--- src/design/epi_defines.svh ---
`ifndef EPI_DEFINES_SVH
`define EPI_DEFINES_SVH
// Register offsets on the plain register port.
`define EPI_ADDR_W 4
`define EPI_OFF_POLARITY 4'h0
`define EPI_OFF_ENABLE 4'h1
`define EPI_OFF_REQUEST 4'h2
`define EPI_OFF_SENSE 4'h3
`define EPI_OFF_STATUS 4'h4
`define EPI_OFF_MASK 4'h5
// Reset values.
`define EPI_RST_16 16'h0000
`define EPI_RST_8 8'h00
`define EPI_RST_SENSE 12'h000
// Request register field positions.
`define EPI_BIT_LOW_GRP 7
`define EPI_BIT_HIGH_GRP 6
`define EPI_IRQ_MSB 5
// Sense field encodings.
`define EPI_SENSE_FALL 2'h0
`define EPI_SENSE_RISE 2'h1
`define EPI_SENSE_LOW 2'h2
`define EPI_SENSE_RSVD 2'h3
`endif

--- src/design/epi_pkg.sv ---
package epi_pkg;
	// Register data word as seen on the register port.
	typedef logic [15:0] epi_word_t;
	// Register port address.
	typedef logic [3:0] epi_addr_t;
endpackage : epi_pkg

--- src/design/epi_detect.sv ---
// Operation
// - Polarity bit 0 low active, 1 high
// - Sixteen-bit read/write polarity register
// - Sixteen-bit enable register gates each pin
// - Reset clears polarity, enable, request registers
// - Bit 7 flags any pin 0-7
// - Bit 6 flags any pin 8-15
// - Bits 5-0 flag IRQ line requests
// - Edge requests stay until software clears
// - Write 0 clears read flag; 1 keeps
// - Two-bit sense: fall, rise, low, reserved
//
// Implementation choices: the register addresses and the strobed register port.
`timescale 1ns/10ps
`include "epi_defines.svh"
module epi_detect #(
	parameter int PORT_PINS = 16, // Port interrupt pin count.
	parameter int IRQ_LINES = 6 // IRQ line count.
) (
	input wire logic core_clk, // Block clock, 250 MHz.
	input wire logic rst, // Synchronous reset, active high.
	input wire logic [PORT_PINS-1:0] port_interrupt_pin, // Port pins.
	input wire logic [IRQ_LINES-1:0] irq_pin, // IRQ lines.
	input wire epi_pkg::epi_addr_t reg_addr, // Register address.
	input wire epi_pkg::epi_word_t reg_wdata, // Write data.
	input wire logic reg_wr, // Write strobe.
	input wire logic reg_rd, // Read strobe.
	output epi_pkg::epi_word_t reg_rdata, // Read data, cycle after.
	output logic irq_out // Level interrupt to the core.
);
	import epi_pkg::*;

	// Pin synchronisers; the first stage feeds only the second.
	logic [PORT_PINS-1:0] port_meta;
	logic [PORT_PINS-1:0] port_sync;
	logic [IRQ_LINES-1:0] irq_meta;
	logic [IRQ_LINES-1:0] irq_sync;
	logic [IRQ_LINES-1:0] irq_prev; // Last sampled IRQ level.

	// Software visible registers.
	logic [15:0] port_irq_polarity; // Active level per port pin.
	logic [15:0] port_irq_enable; // Gate per port pin.
	logic [IRQ_LINES-1:0] irq_flag; // Latched IRQ request flags.
	logic [2*IRQ_LINES-1:0] irq_sense; // Two sense bits per line.
	logic [7:0] ev_status; // Sticky event bits.
	logic [7:0] ev_mask; // Interrupt mask, 1 passes.
	logic [IRQ_LINES-1:0] read_seen; // Flags that software saw at 1.

	// Derived request state.
	logic [PORT_PINS-1:0] port_req; // Enabled pins at active level.
	logic low_port_group_flag; // Any of pins 0-7.
	logic high_port_group_flag; // Any of pins 8-15.
	logic [7:0] external_request_flags; // Request register image.
	logic [7:0] prev_request; // Request image one cycle ago.
	logic [IRQ_LINES-1:0] wr_clear; // Software clear this cycle.
	logic wr_req; // Write to the request register.
	logic rd_req; // Read of the request register.
	logic rd_status; // Read of the status register.

	assign wr_req = reg_wr && (reg_addr == `EPI_OFF_REQUEST);
	assign rd_req = reg_rd && (reg_addr == `EPI_OFF_REQUEST);
	assign rd_status = reg_rd && (reg_addr == `EPI_OFF_STATUS);

	// Two-flop synchronisers for all asynchronous pins.
	always_ff @(posedge core_clk) begin
		if (rst) begin
			port_meta <= '0;
			port_sync <= '0;
			irq_meta <= '1;
			irq_sync <= '1;
			irq_prev <= '1;
		end else begin
			port_meta <= port_interrupt_pin;
			port_sync <= port_meta;
			irq_meta <= irq_pin;
			irq_sync <= irq_meta;
			irq_prev <= irq_sync;
		end
	end

	// Port pin qualification: XNOR with polarity, then enable gate.
	genvar gp;
	generate
		for (gp = 0; gp < PORT_PINS; gp++) begin : g_port
			// A pin asks while its level equals its polarity bit.
			assign port_req[gp] = port_irq_enable[gp] &&
				(port_sync[gp] == port_irq_polarity[gp]);
		end
	endgenerate

	// Each group flag is a live OR; it has no storage of its own.
	assign low_port_group_flag = |port_req[7:0];
	assign high_port_group_flag = |port_req[15:8];

	// Request register image as software reads it.
	always_comb begin
		external_request_flags = `EPI_RST_8;
		external_request_flags[`EPI_BIT_LOW_GRP] = low_port_group_flag;
		external_request_flags[`EPI_BIT_HIGH_GRP] = high_port_group_flag;
		external_request_flags[`EPI_IRQ_MSB:0] = irq_flag;
	end

	// Per-line clear: a written 0 counts only on a flag seen as 1.
	always_comb begin
		wr_clear = '0;
		if (wr_req) begin
			wr_clear = ~reg_wdata[`EPI_IRQ_MSB:0] & read_seen;
		end
	end

	// Polarity and enable registers, cleared at reset only.
	always_ff @(posedge core_clk) begin
		if (rst) begin
			port_irq_polarity <= `EPI_RST_16;
			port_irq_enable <= `EPI_RST_16;
		end else if (reg_wr) begin
			if (reg_addr == `EPI_OFF_POLARITY) begin
				port_irq_polarity <= reg_wdata;
			end
			if (reg_addr == `EPI_OFF_ENABLE) begin
				port_irq_enable <= reg_wdata;
			end
		end
	end

	// Sense fields and event mask.
	always_ff @(posedge core_clk) begin
		if (rst) begin
			irq_sense <= `EPI_RST_SENSE;
			ev_mask <= `EPI_RST_8;
		end else if (reg_wr) begin
			if (reg_addr == `EPI_OFF_SENSE) begin
				irq_sense <= reg_wdata[2*IRQ_LINES-1:0];
			end
			if (reg_addr == `EPI_OFF_MASK) begin
				ev_mask <= reg_wdata[7:0];
			end
		end
	end

	// Remember which flags a read returned as 1; a later 0 clears them.
	always_ff @(posedge core_clk) begin
		if (rst) begin
			read_seen <= '0;
		end else if (rd_req) begin
			read_seen <= irq_flag;
		end else begin
			read_seen <= read_seen & irq_flag;
		end
	end

	// IRQ flag update, one line per generate entry.
	genvar gi;
	generate
		for (gi = 0; gi < IRQ_LINES; gi++) begin : g_irq
			logic [1:0] sense; // This line's sense field.
			logic edge_hit; // Selected edge seen this cycle.
			assign sense = irq_sense[2*gi+1:2*gi];
			always_comb begin
				case (sense)
					`EPI_SENSE_FALL: edge_hit = irq_prev[gi] && !irq_sync[gi];
					`EPI_SENSE_RISE: edge_hit = !irq_prev[gi] && irq_sync[gi];
					default: edge_hit = 1'b0;
				endcase
			end
			// Edge modes hold until cleared; a new edge beats the clear.
			always_ff @(posedge core_clk) begin
				if (rst) begin
					irq_flag[gi] <= 1'b0;
				end else if (sense == `EPI_SENSE_LOW) begin
					irq_flag[gi] <= !irq_sync[gi];
				end else if (sense == `EPI_SENSE_RSVD) begin
					// Reserved sense never raises a request.
					irq_flag[gi] <= 1'b0;
				end else if (edge_hit) begin
					irq_flag[gi] <= 1'b1;
				end else if (wr_clear[gi]) begin
					irq_flag[gi] <= 1'b0;
				end
			end
		end
	endgenerate

	// Rising bits of the request image set sticky status bits.
	always_ff @(posedge core_clk) begin
		if (rst) begin
			prev_request <= `EPI_RST_8;
			ev_status <= `EPI_RST_8;
		end else begin
			prev_request <= external_request_flags;
			// A new event wins over the read that clears the register.
			ev_status <= (rd_status ? `EPI_RST_8 : ev_status) |
				(external_request_flags & ~prev_request);
		end
	end

	// Interrupt output is a level while any unmasked status bit stands.
	always_ff @(posedge core_clk) begin
		if (rst) begin
			irq_out <= 1'b0;
		end else begin
			irq_out <= |(ev_status & ev_mask);
		end
	end

	// Read data are registered; unmapped addresses read zero.
	always_ff @(posedge core_clk) begin
		if (rst) begin
			reg_rdata <= `EPI_RST_16;
		end else if (reg_rd) begin
			case (reg_addr)
				`EPI_OFF_POLARITY: reg_rdata <= port_irq_polarity;
				`EPI_OFF_ENABLE: reg_rdata <= port_irq_enable;
				`EPI_OFF_REQUEST: reg_rdata <= {8'h00, external_request_flags};
				`EPI_OFF_SENSE: reg_rdata <= {4'h0, irq_sense};
				`EPI_OFF_STATUS: reg_rdata <= {8'h00, ev_status};
				`EPI_OFF_MASK: reg_rdata <= {8'h00, ev_mask};
				default: reg_rdata <= `EPI_RST_16;
			endcase
		end else begin
			reg_rdata <= `EPI_RST_16;
		end
	end
endmodule : epi_detect

--- config.mk ---
export PLATFORM = sky130hd
export DESIGN_NAME = epi_detect
export DESIGN_NICKNAME = d
export VERILOG_FILES = /design/src/design/epi_pkg.sv /design/src/design/epi_detect.sv
export VERILOG_INCLUDE_DIRS = /design/src /design/src/design
export SDC_FILE = /design/constraint.sdc
export NUM_CORES = 1
export LEC_CHECK = 0
export BUFFER_PORTS_ARGS = -buffer_cell sky130_fd_sc_hd__buf_2
export CORE_AREA = 10 10 130 132
export DETAILED_ROUTE_END_ITERATION = 6
export DIE_AREA = 0 0 140 142
export SKIP_LAST_GASP = 1
export SLEW_MARGIN = 25
export SYNTH_ARGS = -nofsm -noshare
export SYNTH_HDL_FRONTEND = slang
export SYNTH_SLANG_ARGS = --single-unit
--- constraint.sdc ---
create_clock -name core_clk -period 1.7 [get_ports core_clk]
set_clock_uncertainty 0.2 [all_clocks]
set_input_delay 0.17 -clock core_clk [delete_from_list [all_inputs] [get_ports core_clk]]
set_output_delay 0.17 -clock core_clk [all_outputs]
set_load 0.005 [all_outputs]
Word level (Yosys, flattened, before mapping):

Cells that the tools add are included.
W data, S select, Z words.

* bits in registers: 147
* output and inout port bits: 17

* multiplexer cells: 34
* bitwise gates (word level): 8
* equality and inequality tests: 39
* reduce and logical (&&, ||, !) cells: 64

Operator list (count)
* $pmux W16 S6: 1
* $logic_and A1 B1 Y1: 31
* $eq A2 B2 Y1 const B: 12
* $mux W1: 24
* $reduce_bool A4 Y1: 6
* $reduce_or A8 Y1: 3
* $and A8 B8 Y8: 2
* $eq A1 B1 Y1: 16
* $and A6 B6 Y6: 2
* $eq A2 B1 Y1 const B: 6
* $logic_not A1 Y1: 12
* $logic_not A2 Y1: 6
* $mux W6: 2
* $pmux W1 S2: 6
* $eq A4 B2 Y1 const B: 2
* $eq A4 B3 Y1 const B: 2
* $mux W8: 1
* $not A8 Y8: 1
* $or A8 B8 Y8: 1
* $reduce_and A2 Y1: 4
* $not A6 Y6: 1
* $eq A4 B1 Y1 const B: 1
* $logic_not A4 Y1: 1
* $reduce_or A2 Y1: 1
* $not A1 Y1: 1

Logic depth before layout (Yosys ltp):

Gate-level depths: netlist of the first run.

* depth in word-level cells: 7
* mapped depth: 8
* mapped depth without buffers: 5

Worst setup path after synthesis of the first run:

No wires, ideal clock.

* kind: input-to-reg
* start point: in reg_addr[2]
* end point: reg port_irq_enable[10]
* setup time: 132 ps
* buffers on the path: 2
* cell stages on the path: 6
* data arrival time: 1163 ps
* slack: 205 ps
* data required time: 1368 ps
* cells stage by stage: buf_2 -> nor4b_4 -> nand2_1 -> clkbuf_1 -> nand2_1 -> a21oi_1

* longest elaborated chain between the ends: 2

RTL lines
* start, declared: line epi_detect.sv:24 `input wire epi_pkg::epi_addr_t reg_addr,`
* $eq A4 B1 Y1
* $reduce_and A2 Y1 (no source line)
* end signal, assigned: line epi_detect.sv:115 `` port_irq_enable <= `EPI_RST_16; ``
* end signal, assigned: line epi_detect.sv:121 `port_irq_enable <= reg_wdata;`
* end, declared: line epi_detect.sv:42 `logic [15:0] port_irq_enable;`

Every way passes these cells.
A chain may end at the register's enable or synchronous reset.

Worst setup path in the final report of the first run:

* start point: reg port_irq_polarity[10]
* end point: reg reg_rdata[6]

* longest elaborated chain between the ends: 4

RTL lines
* start, declared: line epi_detect.sv:41 `logic [15:0] port_irq_polarity;`
* start signal, assigned: line epi_detect.sv:114 `` port_irq_polarity <= `EPI_RST_16; ``
* start signal, assigned: line epi_detect.sv:118 `port_irq_polarity <= reg_wdata;`
* $eq A1 B1 Y1: line epi_detect.sv:87 `(port_sync[gp] == port_irq_polarity[gp]);`
* $logic_and A1 B1 Y1: line epi_detect.sv:86 `assign port_req[gp] = port_irq_enable[gp] &&`
* $reduce_or A8 Y1: line epi_detect.sv:93 `assign high_port_group_flag = |port_req[15:8];`
* $pmux W16 S6: line epi_detect.sv:211 `case (reg_addr)`
* end signal, assigned: line epi_detect.sv:212 `` `EPI_OFF_POLARITY: reg_rdata <= port_irq_polarity; ``
* end signal, assigned: line epi_detect.sv:213 `` `EPI_OFF_ENABLE: reg_rdata <= port_irq_enable; ``
* end signal, assigned: line epi_detect.sv:214 `` `EPI_OFF_REQUEST: reg_rdata <= {8'h00, external_request_flags}; ``
* end, declared: line epi_detect.sv:28 `output epi_pkg::epi_word_t reg_rdata,`

Every way passes these cells.

==> results.sh, run 1 <==
export IMPL_status="complete, no violations"
export IMPL_gp_congestion=0.859
export IMPL_routed_wirelength_um=13600
export IMPL_rsz0062_at_grt="false"
export IMPL_p_sw_mw=1.68
export IMPL_reg2regPathDepth=5
export IMPL_fin_area_um2=6920
export IMPL_vias_per_cell=4.98
export IMPL_die_h_um=142
export IMPL_cts_tree="built"
export IMPL_initial_core_util_pct=37.4
export IMPL_worstSetupPathType="reg2reg"
export IMPL_grt_pass1_vias=4334
export IMPL_routedWlPerCell_um=15.4
export IMPL_worstSkewPairLatency_ps=420
export IMPL_yosys_area_top_type="dfxtp_1"
export IMPL_insertedDiodeCount=0
export IMPL_yosysWarnings=0
export IMPL_ant_nets=0
export IMPL_worstPathMaxFanout=3
export IMPL_worst_hold_path_num_cells=4
export IMPL_synth_area_leaders="dfxtp_1 55%, nand2_1 7.6%, nor2b_1 4.7%"
export IMPL_clkSlewWorstSetupHoldPaths_ps=60
export IMPL_finalPower_mw=7.58
export IMPL_synth_distinct_cells=36
export IMPL_clockRootBuffer="clkbuf_16"
export IMPL_final_cell_mix="147 x dfxtp_1, 108 x nand2_1, 61 x buf_2, 48 x a21oi_1, 40 x nor2b_1"
export IMPL_dpl_instance_area_um2=5950
export IMPL_p_leak_nw=2.61
export IMPL_layout_drive_gt1_share_pct=20.6
export IMPL_critPathCaptureType="register"
export IMPL_fin_crit_ps=1600
export IMPL_cp_data_arrival_time_ps=1690
export IMPL_slew_headroom_pct=66.7
export IMPL_worst_pin_slew_ps=500
export IMPL_finalSetupViolations=0
export IMPL_first_pass_iters=5
export IMPL_numClockSinks=147
export IMPL_syn_area_um2=5350
export IMPL_syn_num_nets=622
export IMPL_antenna_found_initial=0
export IMPL_final_cells=888
export IMPL_io_buffer_count=62
export IMPL_num_io_pins=63
export IMPL_vias=4423
export IMPL_syn_instance_count=576
export IMPL_design_die_area_um2=19900
export IMPL_grt_pass1_wl_um=22000
export IMPL_numCtsBuffers=17
export IMPL_p_clk_share_pct=46.6
export IMPL_placed_cells=817
export IMPL_synth_top_area_share_pct=55.0
export IMPL_layout_commonest_cell="dfxtp_1"
export IMPL_cts_max_level=4
export IMPL_gr_usage_all_layers_pct=13.8
export IMPL_areaGrowthSynthToFinish_pct=29.3
export IMPL_drc_errors=0
export IMPL_fp_dieW_um=140
export IMPL_switching_share_pct=22.1
export IMPL_core_area_um2=14300
export IMPL_max_vdd_ir_drop_uv=706
export IMPL_grt_max_degree=74
export IMPL_powerDensity_nw_per_um2=1100
export IMPL_max_clock_path_buffers=2
export IMPL_seq_area_frac_synth_pct=55.0
export IMPL_grt_overflow=0
export IMPL_fin_crit_sh_pct=94.3
export IMPL_required_ps=1780
export IMPL_hold_ws_ps=79.9
export IMPL_hold_class="in2reg"
export IMPL_layout_nets=737
export IMPL_startpoint_type="register"
export IMPL_drtIter0Drc=274
export IMPL_ys_ff_latch=147
export IMPL_drv_slew=0
export IMPL_row_count=44
export IMPL_seqPwrFrac_pct=47.5
export IMPL_synth_avg_cell_area_um2=9.29
export IMPL_final_hold_violation_count=0
export IMPL_p_comb_share_pct=5.9
export IMPL_p_int_mw=5.90
export IMPL_dp_hpwl_um=9850
export IMPL_fmax_mhz=624
export IMPL_drv_cap=0
metal layers:
layer	vias up	GRT usage, %	share of wire (%)
met5	-	0	0
met4	0	4.78	1.5
met3	17	4.54	6.5
met2	147	22.9	49
met1	2076	16.4	43
li1	2183	-	-
what timing repair did:
| item | CTS | global route |
|---|---|---|
| hold buffers | 39 | 0 |
| endpoints found under the setup margin | 0 | 0 |
| buffers inserted | 0 | 0 |
| endpoints found under the hold margin | 74 | 0 |
| gates resized for setup | 0 | 0 |
logic make-up (layout without fill, tap and decap cells):
family / after synthesis / count (layout) / synth area share (%)
and+or+nand+nor: 231 / 231 / 21.1
DFF: 147 / 147 / 55.0
AOI/OAI and AO/OA: 120 / 120 / 14.3
buffers and inverters: 46 / 174 / 3.93
xor gates and xnor gates: 16 / 16 / 2.62
muxes: 16 / 16 / 2.99
final timing paths:
kind                                      startpoint                    endpoint  slack [ps]
setup / recovery  port_irq_polarity[10]$_SDFFE_PP0P_     reg_rdata[6]$_SDFF_PP0_         100
hold / removal                                reg_wr  irq_sense[10]$_SDFFE_PP0P_          80
setup reg to reg  port_irq_polarity[10]$_SDFFE_PP0P_     reg_rdata[6]$_SDFF_PP0_         100
hold reg to reg               irq_meta[5]$_SDFF_PP1_      irq_sync[5]$_SDFF_PP1_         200
per-stage QoR:
step	setup slack [ps]	util, %	setup TNS (ps)
floorplan	205	-	0
global placement	-16.9	41.6	-16.9
detailed placement	-88.7	41.6	-88.7
CTS	82.4	48.3	0
global route	6.75	48.3	0
finish	97.0	48.3	0
state kept, by name, summed over array words and instances (netlist names):
register and count:
port_irq_enable 16, port_irq_polarity 16, port_meta 16, port_sync 16
reg_rdata 16, irq_sense 12, ev_mask 8, ev_status 8
prev_request 8, external_request_flags 6, irq_meta 6, irq_prev 6
irq_sync 6, read_seen 6, irq_out 1
synthesized netlist by cell type:
cell type / instances
a22o_1: 8
nor4_4: 1
inv_1: 13
nor2_1: 22
nand2_1: 108
a31oi_1: 12
o21a_1: 6
nor2_2: 1
o22ai_1: 1
nand4_2: 1
a41oi_1: 2
nand2b_1: 1
and3_1: 3
or2_2: 19
buf_1: 1
or3_1: 6
o21ai_0: 9
and2_0: 1
nor2b_1: 40
o31ai_1: 1
mux2i_1: 16
buf_6: 2
buf_2: 9
a22oi_1: 24
dfxtp_1: 147
a221oi_1: 3
clkbuf_1: 18
nand3_1: 23
a21oi_1: 48
nor4b_4: 1
xnor2_1: 16
o311ai_0: 6
nand2_2: 1
buf_4: 3
and2_1: 2
nand4_1: 1
critical path, cell delays in order, from the launching register on:
cell      delay [ps]
dfxtp_1          330
xnor2_1          130
a22o_1           230
a221oi_1         180
and3_1           270
o22ai_1          130
final cells by class:
type / instances / area [um2]
fillers: 1370 / 7400
multi-input cells: 383 / 2200
repair buffers: 129 / 926
clock buffers: 21 / 470
well taps: 184 / 230
clock inverters: 11 / 101
flip-flops and latches: 147 / 2940
inverters: 13 / 48.8
power groups by stage:
stage | combinational, mW | clock (mW) | sequential, mW
global route | 0.493 | 3.75 | 3.61
finish | 0.448 | 3.53 | 3.60
CTS | 0.449 | 3.62 | 3.60
detailed placement | 0.378 | 0 | 3.68
global placement | 0.370 | 0 | 3.67
floorplan | 0.219 | 0 | 3.65
(Power assumes the default switching activity.)
==> run 2, diff against run 1 <==
Clock period 1.7 ns to 2.1 ns, I/O delays scaled along.
==> results.sh, run 2 (synthesis results as in run 1) <==
export IMPL_r2r_slack_ps=510
export IMPL_worst_hold_path_num_cells=3
export IMPL_grt_overflow=0
export IMPL_numClockSinks=147
export IMPL_fmax_mhz=533
export IMPL_numCtsBuffers=17
export IMPL_design_die_area_um2=19900
export IMPL_worstPathCellList="buf_2, nor4_4, and2_1, buf_4, nand2_1, a21oi_1, dlygate4sd3_1"
export IMPL_worstSetupPathType="in2reg"
export IMPL_fin_setup_tns_ps=0
export IMPL_worst_pin_slew_ps=583
export IMPL_r2r_end="reg_rdata[6]$_SDFF_PP0_"
export IMPL_hold_ws_ps=66.9
export IMPL_gp_congestion=0.872
export IMPL_clockRootBuffer="clkbuf_16"
export IMPL_utilization_pct=48.6
export IMPL_layout_commonest_cell="dfxtp_1"
export IMPL_worstSkewPairLatency_ps=420
export IMPL_timing_rr_start="port_irq_polarity[10]$_SDFFE_PP0P_"
export IMPL_num_io_pins=63
export IMPL_cts_tree="built"
export IMPL_initial_core_util_pct=37.4
export IMPL_required_ps=2260
export IMPL_first_pass_iters=4
export IMPL_die_h_um=142
export IMPL_dp_hpwl_um=9700
export IMPL_min_to="irq_sense[3]$_SDFFE_PP0P_"
export IMPL_insertedDiodeCount=0
export IMPL_final_cell_mix="147 x dfxtp_1, 108 x nand2_1, 61 x buf_2, 48 x a21oi_1, 45 x dlygate4sd3_1"
export IMPL_slowest_delay_ps=570
export IMPL_drv_cap=0
export IMPL_layout_nets=733
export IMPL_seq_area_um2=2940
export IMPL_vias=4382
export IMPL_worstPathMaxFanout=14
export IMPL_cts_max_level=4
export IMPL_status="complete, no violations"
export IMPL_post_cts_resized=0
export IMPL_reg2regPathDepth=5
export IMPL_drv_slew=0
export IMPL_fill_cells=1404
export IMPL_rsz0062_at_grt="false"
export IMPL_io_buffer_count=62
export IMPL_areaGrowthSynthToFinish_pct=30.1
export IMPL_max_vdd_ir_drop_uv=589
export IMPL_drc_errors=0
export IMPL_drtIter0Drc=310
export IMPL_powerDensity_nw_per_um2=938
export IMPL_p_leak_nw=2.64
export IMPL_finalSetupViolations=0
export IMPL_routedWlPerCell_um=15.7
export IMPL_fin_crit_ps=1880
export IMPL_row_count=44
export IMPL_cp_data_arrival_time_ps=2030
export IMPL_final_hold_violation_count=0
export IMPL_multi_input_area_um2=2200
export IMPL_clkSlewWorstSetupHoldPaths_ps=60
export IMPL_ant_nets=0
export IMPL_max_clock_path_buffers=2
export IMPL_startpoint_type="input port"
export IMPL_cpMaxStageDelayCell="dlygate4sd3_1"
export IMPL_grt_pass1_vias=4444
export IMPL_gr_usage_all_layers_pct=14.1
export IMPL_cts_setup_buffers=0
export IMPL_antenna_found_initial=0
export IMPL_min_from="reg_wr"
export IMPL_core_area_um2=14300
export IMPL_routed_wirelength_um=13900
export IMPL_fp_dieW_um=140
export IMPL_grt_pass1_wl_um=22500
export IMPL_layout_drive_gt1_share_pct=19.1
export IMPL_finalPower_mw=6.52
export IMPL_hold_class="in2reg"
export IMPL_fin_crit_sh_pct=89.3
export IMPL_slew_headroom_pct=61.0
export IMPL_vias_per_cell=4.96
export IMPL_grt_max_degree=55
export IMPL_critPathCaptureType="register"
-- run 2: cell types whose count changed in the layout (fill, tap and decap cells not counted), sizes merged --
cell	delta
buf	-10
bufinv	+3
clkbuf	+1
clkinv	-3
clkinvlp	-3
dlygate4sd3	+6
inv	+2
-- run 2: worst max path at each step --
stage / start / to / slack, ps
6_report: reg_addr[0] / port_irq_polarity[1]$_SDFFE_PP0P_ / 220
3_5_place_dp: reg_addr[0] / port_irq_enable[11]$_SDFFE_PP0P_ / 260
3_3_place_gp: reg_addr[0] / external_request_flags[3]$_SDFFE_PP0P_ / 300
2_1_floorplan: reg_addr[2] / port_irq_enable[10]$_SDFFE_PP0P_ / 570
4_1_cts: rst / ev_status[5]$_SDFF_PP0_ / 310
5_1_grt: reg_addr[0] / port_irq_polarity[1]$_SDFFE_PP0P_ / 120
-- run 2: metrics by stage --
step / cells / instance area, um2 / setup WS (ps)
floorplan: 576 / 5350 / 565
global placement: 807 / 5870 / 297
detailed placement: 807 / 5870 / 258
CTS: 884 / 6960 / 306
global route: 884 / 6960 / 117
finish: 884 / 6960 / 224
-- run 2: power breakdown --
part	switching (mW)	internal, mW
combinational	0.179	0.177
clock	1.15	2.10
sequential	0.0460	2.87
-- run 2: metal layers --
metal  routed length, um  track usage [%]  vias up
met5                   0                0        -
met4                 180             4.18        0
met3                 848             5.17       17
met2                6660             23.0      116
met1                6190             17.2     2072
li1                    -                -     2177
-- run 2: timing repair --
item | 4_1_cts | 5_1_grt
hold buffers | 45 | 0
hold endpoints to repair | 79 | 0
setup endpoints to repair | 0 | 0
-- run 2: worst max-delay path, delay by kind of cell --
| family | cells | cell delay, ps |
|---|---|---|
| AO/OA/AOI/OAI | 1 | 130 |
| AND/OR/NAND/NOR | 3 | 760 |
| buffers and inverters | 3 | 930 |
-- run 2: area by class of cell --
class | count | share of cell area, %
sequential | 147 | 42.3
multi-input combinational | 383 | 31.6
timing repair buffer | 125 | 12.9
clock buffer | 22 | 6.82
tap | 184 | 3.31
clock inverter | 10 | 2.41
inverter | 13 | 0.701
